### config.mk
export PLATFORM = sky130hd
export DESIGN_NAME = rsc_reset_ctrl
export DESIGN_NICKNAME = d
export VERILOG_FILES = /design/src/hdl/rsc_reset_ctrl.v
export VERILOG_INCLUDE_DIRS = /design/src /design/src/hdl
export SDC_FILE = /design/constraint.sdc
export NUM_CORES = 1
export LEC_CHECK = 0
export BUFFER_PORTS_ARGS = -buffer_cell sky130_fd_sc_hd__buf_4
export CAP_MARGIN = 15
export CORE_MARGIN = 2
export CORE_UTILIZATION = 55
export CTS_CLUSTER_DIAMETER = 50
export DETAILED_ROUTE_END_ITERATION = 6
export PLACE_DENSITY = 0.74
export REMOVE_ABC_BUFFERS = 1
export SLEW_MARGIN = 0
export SYNTH_ARGS = -nofsm -noshare
export SYNTH_HDL_FRONTEND = slang
export SYNTH_SLANG_ARGS = --single-unit
### constraint.sdc
create_clock -name sys_clk -period 3.18 [get_ports sys_clk]
set_input_delay 0.636 -clock sys_clk [delete_from_list [all_inputs] [get_ports sys_clk]]
set_output_delay 0.636 -clock sys_clk [all_outputs]
set_load 0.02 [all_outputs]
### src/hdl/rsc_defines.vh
// rsc_defines.vh: constants of the reset source controller
// assumes inclusion by bare name from hdl/ design files
`ifndef RSC_DEFINES_VH
`define RSC_DEFINES_VH

// register addresses on the plain register port
`define RSC_ADDR_GUARD      4'h0
`define RSC_ADDR_FLAGS      4'h1
`define RSC_ADDR_UVCFG      4'h2
`define RSC_ADDR_IAP        4'h3
`define RSC_ADDR_WDCTRL     4'h4
`define RSC_ADDR_STATUS     4'h5

// guard register codes
`define RSC_GUARD_IO        8'h55
`define RSC_GUARD_RST       8'haa
`define RSC_GUARD_POR       8'h55

// undervoltage threshold codes
`define RSC_UV_1V7          8'h66
`define RSC_UV_1V9          8'h55
`define RSC_UV_2V55         8'h33
`define RSC_UV_3V15         8'h99
`define RSC_UV_3V8          8'haa
`define RSC_UV_OFF          8'hf0
`define RSC_UV_POR          8'h66

// watchdog control enable field codes
`define RSC_WD_OFF          5'h15
`define RSC_WD_ON           5'h0a
`define RSC_WD_POR          8'h53

// in-application-programming reset command
`define RSC_IAP_RESET       8'h55

// reset cause flag bit positions
`define RSC_FLAG_GUARD      3
`define RSC_FLAG_UVEVT      2
`define RSC_FLAG_UVSEL      1
`define RSC_FLAG_WDCTRL     0

// timing counts in cycles of sys_clk (25 MHz)
`define RSC_CLK_MHZ         25
`define RSC_SOFT_DELAY_NS   1000
`define RSC_SOFT_CYC        ((`RSC_SOFT_DELAY_NS * `RSC_CLK_MHZ + 999) / 1000)
`define RSC_HOLD_DELAY_NS   2000
`define RSC_HOLD_CYC        ((`RSC_HOLD_DELAY_NS * `RSC_CLK_MHZ + 999) / 1000)
`define RSC_UVF_TIME_NS     400
`define RSC_UVF_CYC         ((`RSC_UVF_TIME_NS * `RSC_CLK_MHZ) / 1000)

// reset pulse width to the core
`define RSC_PULSE_CYC       8'h04

`endif

### src/hdl/rsc_reset_ctrl.v
// rsc_reset_ctrl.v: reset source controller of a small microcontroller
// assumes synchronous inputs, a plain register port and an external
// supply monitor and reset pin network outside the block
//
// Contract
// - guard 55h selects I/O, AAh reset, else delayed reset
// - guard register powers up as 55h
// - invalid guard value sets flag bit 3
// - every reset restores guard except watchdog warm reset
// - reset-pin selection overrides other pin sharing
// - low reset pin resets device, pc cleared
// - hold delay after pin release, operation inhibited
// - guard fault flag cleared only by software
// - flag bits 7 to 4 read zero
// - undervoltage reset off in sleep and idle
// - undervoltage must outlast filter time
// - valid undervoltage reset sets flag bit 2
// - threshold codes decode, f0h disables
// - undefined threshold code: delayed reset, restore value
// - undefined threshold code sets flag bit 1
// - undervoltage config powers up as 66h
// - genuine undervoltage reset keeps config contents
// - undervoltage flags cleared only by software
// - writing 55h to iap command resets device
// - normal watchdog timeout sets expired flag
// - sleep watchdog timeout: pc, sp, expired, powerdown
// - invalid watchdog control sets flag bit 0
//
// The address map and strobed register access were left to the implementer.
`timescale 1ns/1ps
`include "rsc_defines.vh"

module rsc_reset_ctrl #(
	parameter SOFT_CYC = `RSC_SOFT_CYC, // soft-fault delay
	parameter HOLD_CYC = `RSC_HOLD_CYC, // startup hold delay
	parameter UVF_CYC  = `RSC_UVF_CYC   // undervoltage filter time
) (
	// clock and reset
	input  wire       sys_clk,
	input  wire       nrst,
	// register port
	input  wire [3:0] reg_addr,
	input  wire [7:0] reg_wdata,
	input  wire       reg_wr,
	input  wire       reg_rd,
	output reg  [7:0] reg_rdata,
	// reset pin and supply monitor
	input  wire       external_rst_pin,
	input  wire       supply_low,
	// core state and watchdog
	input  wire       sleep_idle,
	input  wire       wdt_timeout,
	// outputs to the core
	output reg        core_reset,
	output reg        core_run,
	output reg        pc_sp_clear,
	output reg        pin_is_reset,
	output reg  [2:0] uv_level,
	output reg        uv_active
);

	////////////////////////////////////////////////////////////////////
	// local states and helpers

	localparam [3:0] ST_RUN  = 4'b0001; // normal operation
	localparam [3:0] ST_RST  = 4'b0010; // reset pulse to core
	localparam [3:0] ST_PIN  = 4'b0100; // pin held low
	localparam [3:0] ST_HOLD = 4'b1000; // startup hold

	// threshold decode: 0 invalid, 1..5 level, 6 disabled
	function [2:0] uv_decode;
		input [7:0] code;
		begin
			case (code)
				`RSC_UV_1V7:  uv_decode = 3'h1;
				`RSC_UV_1V9:  uv_decode = 3'h2;
				`RSC_UV_2V55: uv_decode = 3'h3;
				`RSC_UV_3V15: uv_decode = 3'h4;
				`RSC_UV_3V8:  uv_decode = 3'h5;
				`RSC_UV_OFF:  uv_decode = 3'h6;
				default:      uv_decode = 3'h0;
			endcase
		end
	endfunction

	////////////////////////////////////////////////////////////////////
	// registers

	reg  [7:0]  guard_q;      // pin function guard
	reg  [3:0]  flags_q;      // reset cause flags
	reg  [7:0]  uvcfg_q;      // undervoltage config
	reg  [7:0]  wdctrl_q;     // watchdog control
	reg         wdt_exp_q;    // watchdog expired flag
	reg         pdown_q;      // powerdown flag
	reg  [3:0]  state_q;      // sequencer state
	reg  [15:0] cnt_q;        // sequencer counter
	reg  [15:0] soft_cnt_q;   // soft-fault delay counter
	reg  [15:0] uv_cnt_q;     // undervoltage filter counter
	reg         warm_q;       // pending reset is watchdog warm
	reg         uvhold_q;     // pending reset keeps uv config

	wire        wr_guard = reg_wr && (reg_addr == `RSC_ADDR_GUARD);
	wire        wr_flags = reg_wr && (reg_addr == `RSC_ADDR_FLAGS);
	wire        wr_uv    = reg_wr && (reg_addr == `RSC_ADDR_UVCFG);
	wire        wr_wd    = reg_wr && (reg_addr == `RSC_ADDR_WDCTRL);
	wire        wr_stat  = reg_wr && (reg_addr == `RSC_ADDR_STATUS);
	wire        iap_hit  = reg_wr && (reg_addr == `RSC_ADDR_IAP)
	                       && (reg_wdata == `RSC_IAP_RESET);

	// fault decode on stored values
	wire guard_bad = (guard_q != `RSC_GUARD_IO) && (guard_q != `RSC_GUARD_RST);
	wire uv_bad    = (uv_decode(uvcfg_q) == 3'h0);
	wire wd_bad    = (wdctrl_q[7:3] != `RSC_WD_OFF) && (wdctrl_q[7:3] != `RSC_WD_ON);
	wire soft_bad  = guard_bad || uv_bad || wd_bad;
	wire soft_fire = soft_bad && (soft_cnt_q >= SOFT_CYC[15:0] - 16'h0001);

	// pin function: reset use wins over every other pin sharing
	wire pin_rst = (guard_q == `RSC_GUARD_RST);
	wire pin_low = pin_rst && !external_rst_pin;

	// undervoltage enabled outside sleep and idle only
	wire uv_en   = !uv_bad && (uv_decode(uvcfg_q) != 3'h6) && !sleep_idle;
	wire uv_fire = uv_en && supply_low && (uv_cnt_q >= UVF_CYC[15:0]);

	wire running  = (state_q == ST_RUN);
	// last hold cycle with the pin released: sequence ends, guarded
	// registers not kept by the pending reset return to their power-up values at this edge
	wire seq_done = (state_q == ST_HOLD) && !pin_low && (cnt_q >= HOLD_CYC[15:0] - 16'h0001);
	wire wdt_norm = running && wdt_timeout && !sleep_idle;
	wire wdt_slp  = running && wdt_timeout && sleep_idle;
	wire any_rst  = running && (soft_fire || uv_fire || iap_hit || wdt_norm || pin_low);

	////////////////////////////////////////////////////////////////////
	// soft-fault delay and undervoltage filter counters

	always @(posedge sys_clk or negedge nrst)
	begin
		if (!nrst)
		begin
			soft_cnt_q <= 16'h0000;
			uv_cnt_q   <= 16'h0000;
		end
		else
		begin
			// delay runs while a guarded value is invalid
			if (soft_bad && running)
				soft_cnt_q <= soft_fire ? soft_cnt_q : soft_cnt_q + 16'h0001;
			else
				soft_cnt_q <= 16'h0000;
			// short low-supply episodes restart the filter
			if (uv_en && supply_low && running)
				uv_cnt_q <= uv_fire ? uv_cnt_q : uv_cnt_q + 16'h0001;
			else
				uv_cnt_q <= 16'h0000;
		end
	end

	////////////////////////////////////////////////////////////////////
	// reset sequencer: pulse, pin wait, startup hold

	always @(posedge sys_clk or negedge nrst)
	begin
		if (!nrst)
		begin
			state_q  <= ST_HOLD;
			cnt_q    <= 16'h0000;
			warm_q   <= 1'b0;
			uvhold_q <= 1'b0;
		end
		else
		begin
			case (state_q)
				ST_RUN:
				begin
					// watch every source of reset
					if (any_rst)
					begin
						state_q  <= ST_RST;
						cnt_q    <= 16'h0000;
						warm_q   <= wdt_norm && !pin_low && !soft_fire && !iap_hit && !uv_fire;
						uvhold_q <= uv_fire && !soft_fire;
					end
				end
				ST_RST:
				begin
					// fixed-width pulse, then wait for the pin
					cnt_q    <= cnt_q + 16'h0001;
					// cause bits stand until the restore at the end
					if (cnt_q >= {8'h00, `RSC_PULSE_CYC})
					begin
						state_q <= ST_PIN;
						cnt_q   <= 16'h0000;
					end
				end
				ST_PIN:
				begin
					// operation inhibited while the pin stays low
					if (!pin_low)
					begin
						state_q <= ST_HOLD;
						cnt_q   <= 16'h0000;
					end
				end
				ST_HOLD:
				begin
					// extra delay after release
					if (pin_low)
						state_q <= ST_PIN;
					else if (seq_done)
					begin
						state_q  <= ST_RUN;
						warm_q   <= 1'b0;
						uvhold_q <= 1'b0;
					end
					else
						cnt_q <= cnt_q + 16'h0001;
				end
				default:
				begin
					state_q <= ST_HOLD;
					cnt_q   <= 16'h0000;
				end
			endcase
		end
	end

	////////////////////////////////////////////////////////////////////
	// guard, config and watchdog control registers

	always @(posedge sys_clk or negedge nrst)
	begin
		if (!nrst)
		begin
			guard_q  <= `RSC_GUARD_POR;
			uvcfg_q  <= `RSC_UV_POR;
			wdctrl_q <= `RSC_WD_POR;
		end
		else if (seq_done)
		begin
			// restore at the end of the sequence, so a reset pin
			// selection stays in force while the pin is held low
			// restore guard on all but the warm watchdog reset
			if (!warm_q)
				guard_q <= `RSC_GUARD_POR;
			// undervoltage config kept after a genuine event or a warm watchdog reset
			if (!uvhold_q && !warm_q)
				uvcfg_q <= `RSC_UV_POR;
			if (!warm_q)
				wdctrl_q <= `RSC_WD_POR;
		end
		else if (running)
		begin
			if (wr_guard)
				guard_q <= reg_wdata;
			if (wr_uv)
				uvcfg_q <= reg_wdata;
			if (wr_wd)
				wdctrl_q <= reg_wdata;
		end
	end

	////////////////////////////////////////////////////////////////////
	// sticky cause flags: hardware set beats software clear

	always @(posedge sys_clk or negedge nrst)
	begin
		if (!nrst)
		begin
			flags_q   <= 4'h0;
			wdt_exp_q <= 1'b0;
			pdown_q   <= 1'b0;
		end
		else
		begin
			// software writes, hardware sets win
			if (wr_flags)
				flags_q <= reg_wdata[3:0];
			if (running && soft_fire && guard_bad)
				flags_q[`RSC_FLAG_GUARD] <= 1'b1;
			if (running && uv_fire && !soft_fire)
				flags_q[`RSC_FLAG_UVEVT] <= 1'b1;
			if (running && soft_fire && uv_bad)
				flags_q[`RSC_FLAG_UVSEL] <= 1'b1;
			if (running && soft_fire && wd_bad)
				flags_q[`RSC_FLAG_WDCTRL] <= 1'b1;
			// status flags: set by watchdog timeouts
			if (wr_stat)
			begin
				wdt_exp_q <= reg_wdata[1];
				pdown_q   <= reg_wdata[0];
			end
			if (wdt_norm)
				wdt_exp_q <= 1'b1;
			if (wdt_slp)
			begin
				wdt_exp_q <= 1'b1;
				pdown_q   <= 1'b1;
			end
		end
	end

	////////////////////////////////////////////////////////////////////
	// outputs and read data

	always @(posedge sys_clk or negedge nrst)
	begin
		if (!nrst)
		begin
			reg_rdata    <= 8'h00;
			core_reset   <= 1'b1;
			core_run     <= 1'b0;
			pc_sp_clear  <= 1'b0;
			pin_is_reset <= 1'b0;
			uv_level     <= 3'h0;
			uv_active    <= 1'b0;
		end
		else
		begin
			// core held in reset until back to run; pc cleared on a sleep watchdog timeout
			core_reset   <= (state_q != ST_RUN) || any_rst;
			core_run     <= running && !any_rst;
			pc_sp_clear  <= wdt_slp;
			pin_is_reset <= pin_rst;
			uv_level     <= uv_decode(uvcfg_q);
			uv_active    <= uv_en;
			// read data valid the cycle after the read strobe
			if (reg_rd)
			begin
				case (reg_addr)
					`RSC_ADDR_GUARD:  reg_rdata <= guard_q;
					`RSC_ADDR_FLAGS:  reg_rdata <= {4'h0, flags_q};
					`RSC_ADDR_UVCFG:  reg_rdata <= uvcfg_q;
					`RSC_ADDR_WDCTRL: reg_rdata <= wdctrl_q;
					`RSC_ADDR_STATUS: reg_rdata <= {6'h00, wdt_exp_q, pdown_q};
					default:          reg_rdata <= 8'h00;
				endcase
			end
			else
				reg_rdata <= 8'h00;
		end
	end

endmodule // rsc_reset_ctrl

# After elaboration in Yosys (flattened, before gate mapping)
# Cells that the tools add are included.
# W data, S select, Z words.
# classes
add_sub_neg	3
order_cmp	4
n_eq_ne	34
muxes	47
reduce_logical	72
# op_table
cell	count
$mux W16	9
$mux W8	13
$pmux W16 S4	1
$add A16 B1 Y16 const B	3
$pmux W8 S5	1
$logic_and A1 B1 Y1	36
$eq A8 B8 Y1 const B	4
$eq A8 B7 Y1 const B	3
$mux W4	6
$reduce_bool A2 Y1	10
$pmux W3 S6	1
$ge A16 B3 Y1 const B	1
$ge A16 B4 Y1 const B	1
$ge A16 B5 Y1 const B	1
$ge A16 B6 Y1 const B	1
$ne A2 B2 Y1 const B	8
$pmux W4 S4	1
$mux W1	13
$eq A4 B2 Y1 const B	3
$eq A4 B3 Y1 const B	3
$reduce_and A4 Y1	3
$logic_not A1 Y1	10
$reduce_and A3 Y1	3
$eq A4 B1 Y1 const B	2
other kinds (14)	23
# totals
ff_bits	100
out_inout_bits	16
word_cells	182

# Depth between registers and ports, before layout
# Gate-level depths: netlist of the first run.
# logic_depth
word_depth	15
depth_mapped	9
ltp_nobuf	9

# Worst setup path after synthesis of the first run
# No wires, ideal clock.
# synth_timing
path_kind	input to register
from	input reg_wdata[3]
to	register cnt_q[5]
t_arrival_ns	2.187
required_time_ns	3.102
slack_ns	0.915
stages	7
n_path_buf	0
cell_sequence	and4bb_2 > nand3_1 > o41a_1 > o2111ai_4 > inv_4 > or4b_1 > a21oi_1
# synth_between
elab_chain_len	8
# synth_rtl
item	line	text
from (decl)	rsc_reset_ctrl.v:43	input wire [7:0] reg_wdata,
$eq A8 B7 Y1 (no line)	n/a	
$logic_and A1 B1 Y1	rsc_reset_ctrl.v:107	wire iap_hit = reg_wr && (reg_addr == `RSC_ADDR_IAP)
$logic_or A1 B1 Y1 (3 in a row)	rsc_reset_ctrl.v:131	wire any_rst = running && (soft_fire || uv_fire || iap_hit || wdt_norm || pin_low);
$logic_and A1 B1 Y1	rsc_reset_ctrl.v:131	
$ne A2 B1 Y1 (no line)	n/a	
$reduce_and A4 Y1 (no line)	n/a	
to (signal assigned)	rsc_reset_ctrl.v:187	cnt_q <= cnt_q + 16'h0001;
to (signal assigned)	rsc_reset_ctrl.v:216	cnt_q <= cnt_q + 16'h0001;
to (decl)	rsc_reset_ctrl.v:96	reg [15:0] cnt_q;
# No other way between the ends.
# A chain may end at the register's enable or synchronous reset.

# Worst setup path after layout of the first run
# layout_timing
from	register uvcfg_q[5]
to	register cnt_q[5]
# layout_between
elab_chain_len	15
elab_cells_between_ends	24
cone_classes	8 x eq/ne; 1 x mux; 15 x reduce/logical
# layout_rtl
item	line	text
from (decl)	rsc_reset_ctrl.v:91	reg [7:0] uvcfg_q;
from (signal assigned)	rsc_reset_ctrl.v:235	uvcfg_q <= `RSC_UV_POR;
from (signal assigned)	rsc_reset_ctrl.v:247	uvcfg_q <= `RSC_UV_POR;
from (signal assigned)	rsc_reset_ctrl.v:256	uvcfg_q <= reg_wdata;
$eq A8 B8 Y1, or another cell as far along	rsc_reset_ctrl.v:74	case (code)
$pmux W3 S6 *	rsc_reset_ctrl.v:74	
$logic_not A3 Y1	rsc_reset_ctrl.v:112	wire uv_bad = (uv_decode(uvcfg_q) == 3'h0);
$logic_not A1 Y1	rsc_reset_ctrl.v:122	wire uv_en = !uv_bad && (uv_decode(uvcfg_q) != 3'h6) && !sleep_idle;
$logic_and A1 B1 Y1 (2 in a row)	rsc_reset_ctrl.v:122	
$logic_and A1 B1 Y1 (2 in a row)	rsc_reset_ctrl.v:123	wire uv_fire = uv_en && supply_low && (uv_cnt_q >= UVF_CYC[15:0]);
$logic_or A1 B1 Y1 * (4 in a row)	rsc_reset_ctrl.v:131	
$logic_and A1 B1 Y1 *	rsc_reset_ctrl.v:131	
$ne A2 B1 Y1 (no line) *	n/a	
$reduce_and A4 Y1 (no line) *	n/a	
# Mark *: on every way between the ends. The rest lies on a longest branch, timed or not.

==> out/results.md, run 1 <==
| Result | This run | Unit |
| --- | --- | --- |
| Number of hold buffers added after CTS | 0 | - |
| TritonCTS clock tree | yes | - |
| Root Buffer | sky130_fd_sc_hd__clkbuf_8 | - |
| Clock latency of the later-clocked register in the worst-skew pair | 370 | ps |
| Post-route DRC violation count | 0 | - |
| Pin count of the biggest net entering global routing | 43 | - |
| Remaining antenna violation count after routing | 0 | - |
| Max Cap Viol | 0 | - |
| Total CTS buffers | 9 | - |
| H-tree depth | 3 | - |
| Iteration count of the initial detailed-routing pass | 5 | - |
| Placement Rows | 33 | - |
| Final period util | 80.3 | % |
| Fraction of final layout cells sized beyond drive strength 1 | 19.3 | % |
| Area of the die | 9340 | µm² |
| Seq cells post-synth | 100 | - |
| Reported leakage power | 2.49 | nW |
| PD cells | 738 | nW/µm² |
| Slowest stage cell on the critical path | sky130_fd_sc_hd__dfstp_2 | - |
| Effective utilization at floorplan | 57.1 | % |
| Data required time at the worst endpoint | 3480 | ps |
| Post-synthesis instance total | 452 | - |
| RSZ-0062 raised after global routing | false | - |
| Main combinational cell family by area after synthesis | simple AND/OR/NAND/NOR gates | - |
| Category of the worst setup path launch point | flop | - |
| Clk sinks | 100 | - |
| Share of synthesized cell area in and, or, nand and nor gates | 23.2 | % |
| Total via count in the routed design | 3643 | - |
| Post-CTS Resized | 0 | - |
| Cells traversed along the worst timing path | and4bb_1, o22ai_2, a221oi_2, buf_4, o2111ai_4, inv_4, or4b_1, a21oi_1 | - |
| Min Clock Period, post-route | 2550 | ps |
| Routed Wire Length | 10.6 | mm |
| Final Core Density | 65.0 | % |
| Wire length of the first global-routing pass | 18.1 | mm |
| Worst IR drop on VDD | 0.373 | mV |
| Count of distinct cell types in the synthesized netlist | 61 | - |
| Commonest register cell after synthesis | sky130_fd_sc_hd__dfrtp_1 | - |
| Adder-cell share of the synthesized area | 2.12 | % |
| Total Neg Setup Slack | 0 | ps |
| Post-layout net count | 521 | - |
| DRC violation total after the first TritonRoute iteration | 204 | - |
| Diodes inserted | 0 | - |
| Power after layout | 3.96 | mW |
| Run status | complete, no violations | - |
| Worst min path class | in -> async | - |
| Peak Freq | 0.392 | GHz |
| Routed length per placed instance | 17.6 | µm |
| Number of warnings printed during yosys synthesis | 0 | - |
| GPL Wtd Cong | 0.950 | - |
| Via-per-instance ratio | 6.04 | - |
| Slew Limit Headroom | 57.6 | % |
| Initial antenna violation count | 0 | - |
| CP endpoint kind | flop | - |
| RR Endpoint | cnt_q[5] | - |
| Final Slew Violations | 0 | - |
| Hold slack final | 231 | ps |
| Area grow syn2layout | 13.7 | % |
| Crit Path Class | reg -> reg | - |
| Clock skew after layout | 8.38 | ps |
| Clock slew at reported path FFs | 100 | ps |
| Number of buffers between clock root and the deepest sink | 2 | - |
| Setup fix buffers added after clock tree synthesis | 0 | - |
| Minimum setup slack among reg-to-reg paths | 630 | ps |
| Half-perimeter wire length of the detailed placement result | 7.69 | mm |
| Data arrival, critical path | 2850 | ps |
| Compound-gate portion of the synthesized area | 14.5 | % |
| Worst Tran Pin Value | 632 | ps |
| Vias in the first global route | 3623 | - |
| Number of inserted filler cells in the final layout | 676 | - |
| Xor and xnor area share after synthesis | 0.928 | % |
| Combined global-route utilization of all metal layers | 24.1 | % |
| Mean cell area of the mapped netlist | 10.4 | µm² |
| Number of hold violations in the final report | 0 | - |
| Maximum fanout count along the critical path | 8 | - |
| Max stage delay on crit path | 580 | ps |
| Multiplexer area fraction after synthesis | 3.66 | % |
| Number of buffer cells added on primary ports | 35 | - |
| Startpoint of the worst register-to-register path | uvcfg_q[5] | - |
| Die height | 96.6 | µm |
| Count of non-filler cells in the finished layout | 603 | - |
| Placed Instances | 587 | - |
| Post-synth EDFFs | 0 | - |
| Placeable Area | 8260 | µm² |
| Length in cells of the worst reg-to-reg path | 8 | - |
| Grt total ovfl | 0 | - |
| Die span in x | 96.6 | µm |
| Share of synthesized flip-flops with an asynchronous set or reset | 100 | % |
| Sequential fraction of the synthesis area | 53.4 | % |
| I/O pin total | 36 | - |
| Cell area after technology mapping | 4720 | µm² |
| Setup violators final | 0 | - |
kinds of logic (layout without fill, tap and decap cells):
| group | count (synthesis) | in the layout |
|---|---|---|
| buf+inv | 27 | 73 |
| mux | 14 | 14 |
| simple gates | 200 | 200 |
| xor+xnor | 5 | 5 |
| compound gates | 98 | 98 |
| flops | 100 | 100 |
| fa+ha+maj | 8 | 8 |
state kept, by name, summed over array words and instances, names as in the netlist:
name / count
cnt_q: 16
soft_cnt_q: 16
uv_cnt_q: 16
guard_q: 8
reg_rdata: 8
uvcfg_q: 8
wdctrl_q: 8
flags_q: 4
state_q: 4
uv_level: 3
core_reset: 1
core_run: 1
pc_sp_clear: 1
pdown_q: 1
pin_is_reset: 1
uv_active: 1
uvhold_q: 1
warm_q: 1
wdt_exp_q: 1
critical path: cells and delay by family, from the launching register on:
family	cells	cell delay [ps]
AND/OR/NAND/NOR	2	800
flip-flops	1	580
buffers and inverters	2	280
AO/OA/AOI/OAI	4	840
cell usage in the layout (no fill, tap or decap), drive strengths merged, types with 3 or more instances in the layout:
cell type   n
dfstp      14
o21ai      27
nor4bb      4
a41oi       3
o22ai       6
xor2        3
clkbuf     10
nand4       6
a22oi       6
nor2b       5
ha          8
nor2       57
a21oi      17
o21a        3
and2       24
nand2      39
dfrtp      86
a31oi       7
nand2b      6
nor3        8
nand3      11
and3        4
and4bb     10
a22o        9
mux2        6
nor4        9
mux2i       6
buf        41
and4        4
inv        18
o2111ai     4
area by class of cell:
cell class	instances	area, µm²	area share [%]
Clock inverter	6	93.8	1.75
Multi-Input combinational cell	325	2100	39.1
Tap cell	105	131	2.45
Sequential cell	100	2520	47.0
Clock buffer	10	138	2.57
Inverter	16	62.6	1.17
Timing Repair Buffer	41	320	5.97
stage by stage:
| stage | setup slack, ps | cell area, µm² |
|---|---|---|
| final | 626 | 5360 |
| after floorplan | 915 | 4670 |
| after global routing | 417 | 5360 |
| after CTS | 653 | 5360 |
| after global placement | 692 | 5130 |
| after detailed placement | 669 | 5130 |
routing by layer:
metal	share of wire, %	GRT usage, %	up-vias	wire length (µm)
met5	0	0	-	0
met4	1.7	8.34	0	179
met3	5.7	4.84	15	607
met2	48	37.1	114	5040
met1	45	34.4	1796	4770
li1	-	-	1718	-
Yosys cell counts (3+ instances only):
cell / instances / area, µm²
sky130_fd_sc_hd__nand4_1: 6 / 37.5
sky130_fd_sc_hd__a31oi_1: 7 / 43.8
sky130_fd_sc_hd__nor4bb_1: 4 / 40.0
sky130_fd_sc_hd__nor2_1: 57 / 214
sky130_fd_sc_hd__a22o_1: 9 / 78.8
sky130_fd_sc_hd__clkbuf_1: 8 / 30.0
sky130_fd_sc_hd__nor4_1: 9 / 56.3
sky130_fd_sc_hd__nand2b_1: 6 / 37.5
sky130_fd_sc_hd__mux2_2: 6 / 67.6
sky130_fd_sc_hd__nor2b_1: 5 / 31.3
sky130_fd_sc_hd__a41oi_1: 3 / 26.3
sky130_fd_sc_hd__mux2i_1: 6 / 60.1
sky130_fd_sc_hd__a22oi_1: 6 / 45.0
sky130_fd_sc_hd__inv_1: 15 / 56.3
sky130_fd_sc_hd__o21ai_0: 25 / 125
sky130_fd_sc_hd__o21a_1: 3 / 22.5
sky130_fd_sc_hd__a21oi_1: 17 / 85.1
sky130_fd_sc_hd__o22ai_1: 5 / 31.3
sky130_fd_sc_hd__xor2_1: 3 / 26.3
sky130_fd_sc_hd__and2_1: 23 / 144
sky130_fd_sc_hd__and3_1: 4 / 25.0
sky130_fd_sc_hd__dfstp_2: 14 / 368
sky130_fd_sc_hd__nand2_1: 39 / 146
sky130_fd_sc_hd__dfrtp_1: 86 / 2150
sky130_fd_sc_hd__ha_1: 8 / 100
sky130_fd_sc_hd__nor3_1: 8 / 40.0
sky130_fd_sc_hd__and4_1: 4 / 35.0
sky130_fd_sc_hd__nand3_1: 11 / 55.1
sky130_fd_sc_hd__and4bb_2: 8 / 100
where the power goes:
group | leakage (nW) | switching, mW | internal (mW)
clock | 0.113 | 0.443 | 0.471
combinational | 1.05 | 0.986 | 0.562
sequential | 1.32 | 0.0832 | 1.42
total | 2.49 | 1.51 | 2.45
worst max-delay path by stage:
stage,startpoint,to,slack (ps),cells after the start
floorplan,reg_wdata[3],cnt_q[5],920,7
global placement,reg_wdata[3],cnt_q[5],690,8
detailed placement,uvcfg_q[5],cnt_q[12],670,8
CTS,uvcfg_q[1],cnt_q[5],650,8
global route,cnt_q[0],cnt_q[2],420,8
finish,uvcfg_q[5],cnt_q[5],630,8
No activity file was read; power rests on OpenSTA's default activity.
==> run 2: changes to the inputs <==
==> constraint.sdc (replaced) <==
create_clock -name sys_clk -period 2.35 [get_ports sys_clk]
set_input_delay 0.47 -clock sys_clk [delete_from_list [all_inputs] [get_ports sys_clk]]
set_output_delay 0.47 -clock sys_clk [all_outputs]
set_load 0.02 [all_outputs]
==> out/results.md, run 2 (synthesis results as in run 1) <==
| Result | This run | Unit |
| --- | --- | --- |
| Placeable Area | 8260 | µm² |
| Final Core Density | 68.4 | % |
| Total via count in the routed design | 3886 | - |
| Hold slack final | 2.26 | ps |
| Reported leakage power | 2.65 | nW |
| Slew Limit Headroom | 64.4 | % |
| Most common cell after layout, fill and taps aside | sky130_fd_sc_hd__dfrtp_1 | - |
| Pre-CTS WS | 3.56 | ps |
| Clock slew at reported path FFs | 100 | ps |
| Buffers & Inverters on Critical Path | 3 | - |
| Die span in x | 96.6 | µm |
| CP endpoint kind | flop | - |
| Pin count of the biggest net entering global routing | 49 | - |
| Run status | complete, no violations | - |
| I/O pin total | 36 | - |
| Cells traversed along the worst timing path | inv_1, ha_1, nor4b_2, o2111ai_1, buf_4, nand4b_1, o21ai_0, buf_4, nor2_1, a21oi_1 | - |
| Via-per-instance ratio | 6.13 | - |
| Part of the total power dissipated in combinational logic | 45.8 | % |
| Iteration count of the initial detailed-routing pass | 5 | - |
| Maximum fanout count along the critical path | 6 | - |
| Final Slew Violations | 0 | - |
| Part of the total power dissipated in the clock network | 20.0 | % |
| H-tree depth | 3 | - |
| Switching share of power | 38.9 | % |
| Post-layout net count | 552 | - |
| Top Registers | cnt_q: 16 flops, soft_cnt_q: 16 flops, uv_cnt_q: 16 flops | - |
| Category of the worst setup path launch point | flop | - |
| Number of buffer cells added on primary ports | 35 | - |
| Max stage delay on crit path | 420 | ps |
| TritonCTS clock tree | yes | - |
| Peak Freq | 0.434 | GHz |
| Number of buffers between clock root and the deepest sink | 2 | - |
| Routed length per placed instance | 18.2 | µm |
| Total CTS buffers | 9 | - |
| Clock latency of the later-clocked register in the worst-skew pair | 360 | ps |
| Half-perimeter wire length of the detailed placement result | 7.99 | mm |
| Dominant cell type by count on the critical path | sky130_fd_sc_hd__buf_4 | - |
| Fraction of final layout cells sized beyond drive strength 1 | 25.9 | % |
| Worst min path class | in -> async | - |
| PD cells | 1040 | nW/µm² |
| Remaining antenna violation count after routing | 0 | - |
| Net load switching power | 2.29 | mW |
| Share of power burned in registers | 34.1 | % |
| Effective utilization at floorplan | 57.1 | % |
| Number of hold violations in the final report | 0 | - |
| Max Cap Viol | 0 | - |
| Diodes inserted | 0 | - |
| Root Buffer | sky130_fd_sc_hd__clkbuf_8 | - |
| Data arrival, critical path | 2590 | ps |
| Placement Rows | 33 | - |
| Vias in the first global route | 3808 | - |
| Area grow syn2layout | 19.7 | % |
| Min Clock Period, post-route | 2300 | ps |
| Data required time at the worst endpoint | 2640 | ps |
| Largest delay contributor family on the critical path | compound AO/OA/AOI/OAI gates | - |
| DRC violation total after the first TritonRoute iteration | 267 | - |
| Placed Instances | 606 | - |
| Worst IR drop on VDD | 0.829 | mV |
| Area of the die | 9340 | µm² |
| GPL Wtd Cong | 0.924 | - |
| Post-route DRC violation count | 0 | - |
| Wire length of the first global-routing pass | 18.7 | mm |
| Routed Wire Length | 11.5 | mm |
| Crit Path Class | reg -> reg | - |
| Clock skew after layout | 8.99 | ps |
| Grt total ovfl | 0 | - |
| Internal | 3.61 | mW |
| Slowest stage cell on the critical path | sky130_fd_sc_hd__dfrtp_2 | - |
| Final period util | 97.9 | % |
| Count of non-filler cells in the finished layout | 634 | - |
| Combined global-route utilization of all metal layers | 24.7 | % |
| Initial antenna violation count | 0 | - |
| Worst Setup Slack, final | 48.5 | ps |
| Clk sinks | 100 | - |
| Setup violators final | 0 | - |
| Worst Tran Pin Value | 520 | ps |
| Commonest cells after routing, fill and taps aside | sky130_fd_sc_hd__dfrtp_1, sky130_fd_sc_hd__buf_4, sky130_fd_sc_hd__nor2_1 | - |
| Die height | 96.6 | µm |
==> run 2: cell count changes in the layout (fill, tap and decap cells not counted), moves of 2 or more <==
cell,previous run,this run
sky130_fd_sc_hd__inv_6,2,4
sky130_fd_sc_hd__nor4_1,8,6
sky130_fd_sc_hd__buf_4,40,71
sky130_fd_sc_hd__nor4_2,1,3
==> run 2: power groups by stage <==
stage / sequential [mW] / clock (mW) / combinational [mW]
floorplan: 2.03 / 0 / 1.49
global placement: 2.04 / 0 / 2.38
detailed placement: 2.05 / 0 / 2.47
CTS: 2.01 / 1.20 / 2.49
global route: 2.03 / 1.27 / 2.99
finish: 2.01 / 1.18 / 2.70
==> run 2: metal layers <==
layer	vias up	GRT usage (%)	part of all wire [%]
met3	26	5.64	7.0
met5	-	0	0
met2	155	39.6	48
met1	1924	32.9	42
li1	1781	-	-
met4	0	9.32	2.1
==> run 2: worst paths after layout <==
| path | startpoint | to | slack, ps | cells past startpoint |
|---|---|---|---|---|
| min in group sys_clk | reg_wdata[3] | uvcfg_q[3] | 360 | 2 |
| min reg2reg | soft_cnt_q[9] | soft_cnt_q[9] | 490 | 1 |
| max in group asynchronous | nrst | state_q[3] | 1620 | 2 |
| max | cnt_q[0] | uvcfg_q[5] | 50 | 10 |
| min | nrst | reg_rdata[0] | 2 | 1 |
| max reg2reg | cnt_q[0] | uvcfg_q[5] | 50 | 10 |
==> run 2: stage by stage <==
stage          setup TNS (ps)  power [mW]  cell area, µm²
2_1_floorplan               0        3.51            4670
4_1_cts                     0        5.70            5500
3_3_place_gp                0        4.42            5280
5_1_grt                 -36.9        6.29            5650
3_5_place_dp                0        4.51            5280
6_report                    0        5.90            5650
==> run 2: area by class of cell <==
| type | instances | area [µm²] |
|---|---|---|
| multi-input combinational | 325 | 2160 |
| sequential | 100 | 2520 |
| timing repair buffer | 72 | 553 |
| clock inverter | 5 | 65.1 |
| clock buffer | 11 | 151 |
| inverter | 16 | 62.6 |
| tap | 105 | 131 |
| fill | 637 | 2610 |
==> run 2: repair_timing <==
item | CTS | global route
pin swaps | 0 | 6
resized for setup | 1 | 12
setup endpoints to repair | 1 | 6
setup buffers | 1 | 11
gates cloned | 0 | 0
hold buffers | 0 | 0
==> run 3: changes to the inputs <==
--- a/config.mk
+++ b/config.mk
@@ -12,6 +12,7 @@
 export CORE_UTILIZATION = 55
 export CTS_CLUSTER_DIAMETER = 50
 export DETAILED_ROUTE_END_ITERATION = 6
+export MAX_ROUTING_LAYER = met4
 export PLACE_DENSITY = 0.74
 export REMOVE_ABC_BUFFERS = 1
 export SLEW_MARGIN = 0
==> out/results.md, run 3 (synthesis results as in run 1) <==
| Result | This run | Unit |
| --- | --- | --- |
| Length in cells of the worst reg-to-reg path | 6 | - |
| Area grow syn2layout | 16.4 | % |
| Clock latency of the later-clocked register in the worst-skew pair | 370 | ps |
| Slew Limit Headroom | 62.0 | % |
| Peak Freq | 0.437 | GHz |
| Minimum setup slack among reg-to-reg paths | 60 | ps |
| Final Core Density | 66.5 | % |
| Clock slew at reported path FFs | 100 | ps |
| Category of the worst setup path launch point | flop | - |
| Post-layout net count | 540 | - |
| Clk sinks | 100 | - |
| Number of hold violations in the final report | 0 | - |
| H-tree depth | 3 | - |
| Clock skew after layout | 7.60 | ps |
| Data arrival, critical path | 2590 | ps |
| Pin count of the biggest net entering global routing | 101 | - |
| PD cells | 1010 | nW/µm² |
| RR Endpoint | cnt_q[5] | - |
| Largest delay contributor family on the critical path | simple AND/OR/NAND/NOR gates | - |
| Post-route DRC violation count | 0 | - |
| Placement-stage cell area | 5250 | µm² |
| Hold slack final | 134 | ps |
| Data required time at the worst endpoint | 2650 | ps |
| Crit Path Class | reg -> reg | - |
| Min Clock Period, post-route | 2290 | ps |
| Vias in the first global route | 3696 | - |
| Placeable Area | 8260 | µm² |
| Half-perimeter wire length of the detailed placement result | 7.54 | mm |
| Via-per-instance ratio | 6.06 | - |
| Setup violators final | 0 | - |
| Effective utilization at floorplan | 57.1 | % |
| Total Neg Setup Slack | 0 | ps |
| Grt total ovfl | 0 | - |
| Die height | 96.6 | µm |
| Slowest stage cell on the critical path | sky130_fd_sc_hd__or4b_1 | - |
| Remaining antenna violation count after routing | 0 | - |
| Fraction of final layout cells sized beyond drive strength 1 | 23.4 | % |
| Commonest cells after routing, fill and taps aside | sky130_fd_sc_hd__dfrtp_1, sky130_fd_sc_hd__buf_4, sky130_fd_sc_hd__nor2_1 | - |
| Reported leakage power | 2.57 | nW |
| CP endpoint kind | flop | - |
| Initial antenna violation count | 0 | - |
| Maximum fanout count along the critical path | 6 | - |
| Placement Rows | 33 | - |
| Number of buffer cells added on primary ports | 35 | - |
| Post-Layout Inst Area | 5490 | µm² |
| Iteration count of the initial detailed-routing pass | 5 | - |
| Area of the die | 9340 | µm² |
| Routed Wire Length | 10.6 | mm |
| Total CTS buffers | 9 | - |
| Max Cap Viol | 0 | - |
| Worst Tran Pin Value | 569 | ps |
| Routed length per placed instance | 17.1 | µm |
| GPL Wtd Cong | 0.904 | - |
| Root Buffer | sky130_fd_sc_hd__clkbuf_8 | - |
| Diodes inserted | 0 | - |
| Buffers & Inverters on Critical Path | 0 | - |
| TritonCTS clock tree | yes | - |
| Most common cell after layout, fill and taps aside | sky130_fd_sc_hd__dfrtp_1 | - |
| Worst IR drop on VDD | 0.687 | mV |
| Worst min path class | in -> async | - |
| Top Registers | cnt_q: 16 flops, soft_cnt_q: 16 flops, uv_cnt_q: 16 flops | - |
| Number of buffers between clock root and the deepest sink | 2 | - |
| Startpoint of the worst register-to-register path | cnt_q[14] | - |
| Power after layout | 5.55 | mW |
| I/O pin total | 36 | - |
| Start point of the critical path | cnt_q[14] | - |
| DRC violation total after the first TritonRoute iteration | 205 | - |
| Max stage delay on crit path | 520 | ps |
| Run status | complete, no violations | - |
| Wire length of the first global-routing pass | 18.2 | mm |
| Cells traversed along the worst timing path | nor4_1, o2111ai_1, and2_4, o21a_2, or4b_1, a21oi_1 | - |
| Number of hold buffers added after CTS | 0 | - |
| Total via count in the routed design | 3767 | - |
| Final period util | 97.4 | % |
| Final Slew Violations | 0 | - |
| Die span in x | 96.6 | µm |
| Combined global-route utilization of all metal layers | 24.4 | % |
## run 3: changes by cell type in the layout (fill, tap and decap cells not counted), moves of 2 or more
cell,before,now
sky130_fd_sc_hd__nor4_1,6,8
sky130_fd_sc_hd__clkinv_2,0,3
sky130_fd_sc_hd__clkbuf_8,11,9
sky130_fd_sc_hd__buf_4,71,59
sky130_fd_sc_hd__nor4_2,3,1
## run 3: worst max-delay path by stage
stage | cells past startpoint | endpoint | slack [ps]
after floorplan | 7 | cnt_q[5] | 150
after global placement | 7 | cnt_q[11] | 70
after detailed placement | 7 | cnt_q[5] | 40
after CTS | 7 | cnt_q[5] | 7
after global routing | 7 | cnt_q[5] | -20
final | 6 | cnt_q[5] | 60
## run 3: cell type report
type	count	area, µm²
repair buffers	60	463
clock buffers	9	124
flip-flops and latches	100	2520
well taps	105	131
inverters	16	62.6
multi-input cells	325	2140
fillers	657	2760
clock inverters	7	50.0
## run 3: power breakdown
part / switching (mW) / total (mW) / internal, mW
Combinational: 1.44 / 2.53 / 1.09
Clock: 0.603 / 0.995 / 0.393
Sequential: 0.115 / 2.03 / 1.92
## run 3: metrics by stage
step / setup slack [ps] / std cells
after global placement: 74.6 / 603
after global routing: -16.4 / 622
after floorplan: 148 / 441
final: 60.2 / 622
after CTS: 7.03 / 619
after detailed placement: 37.8 / 603
## run 3: repair_timing
action                                  in CTS  in global routing
endpoints found under the setup margin       0                  8
gates resized for setup                      0                  9
buffers inserted                             0                  3
## run 3: per-layer routing
layer,wire (µm),GRT usage [%]
met1,4820,33.9
met2,5010,36.9
met3,609,4.77
met4,184,7.26
met5,0,-
## run 3: worst reg2reg max path: cells and delay by family (launching register included)
| family | cells | cell delay (ps) |
|---|---|---|
| AO/OA/AOI/OAI | 3 | 620 |
| flip-flops | 1 | 390 |
| AND/OR/NAND/NOR | 3 | 1220 |
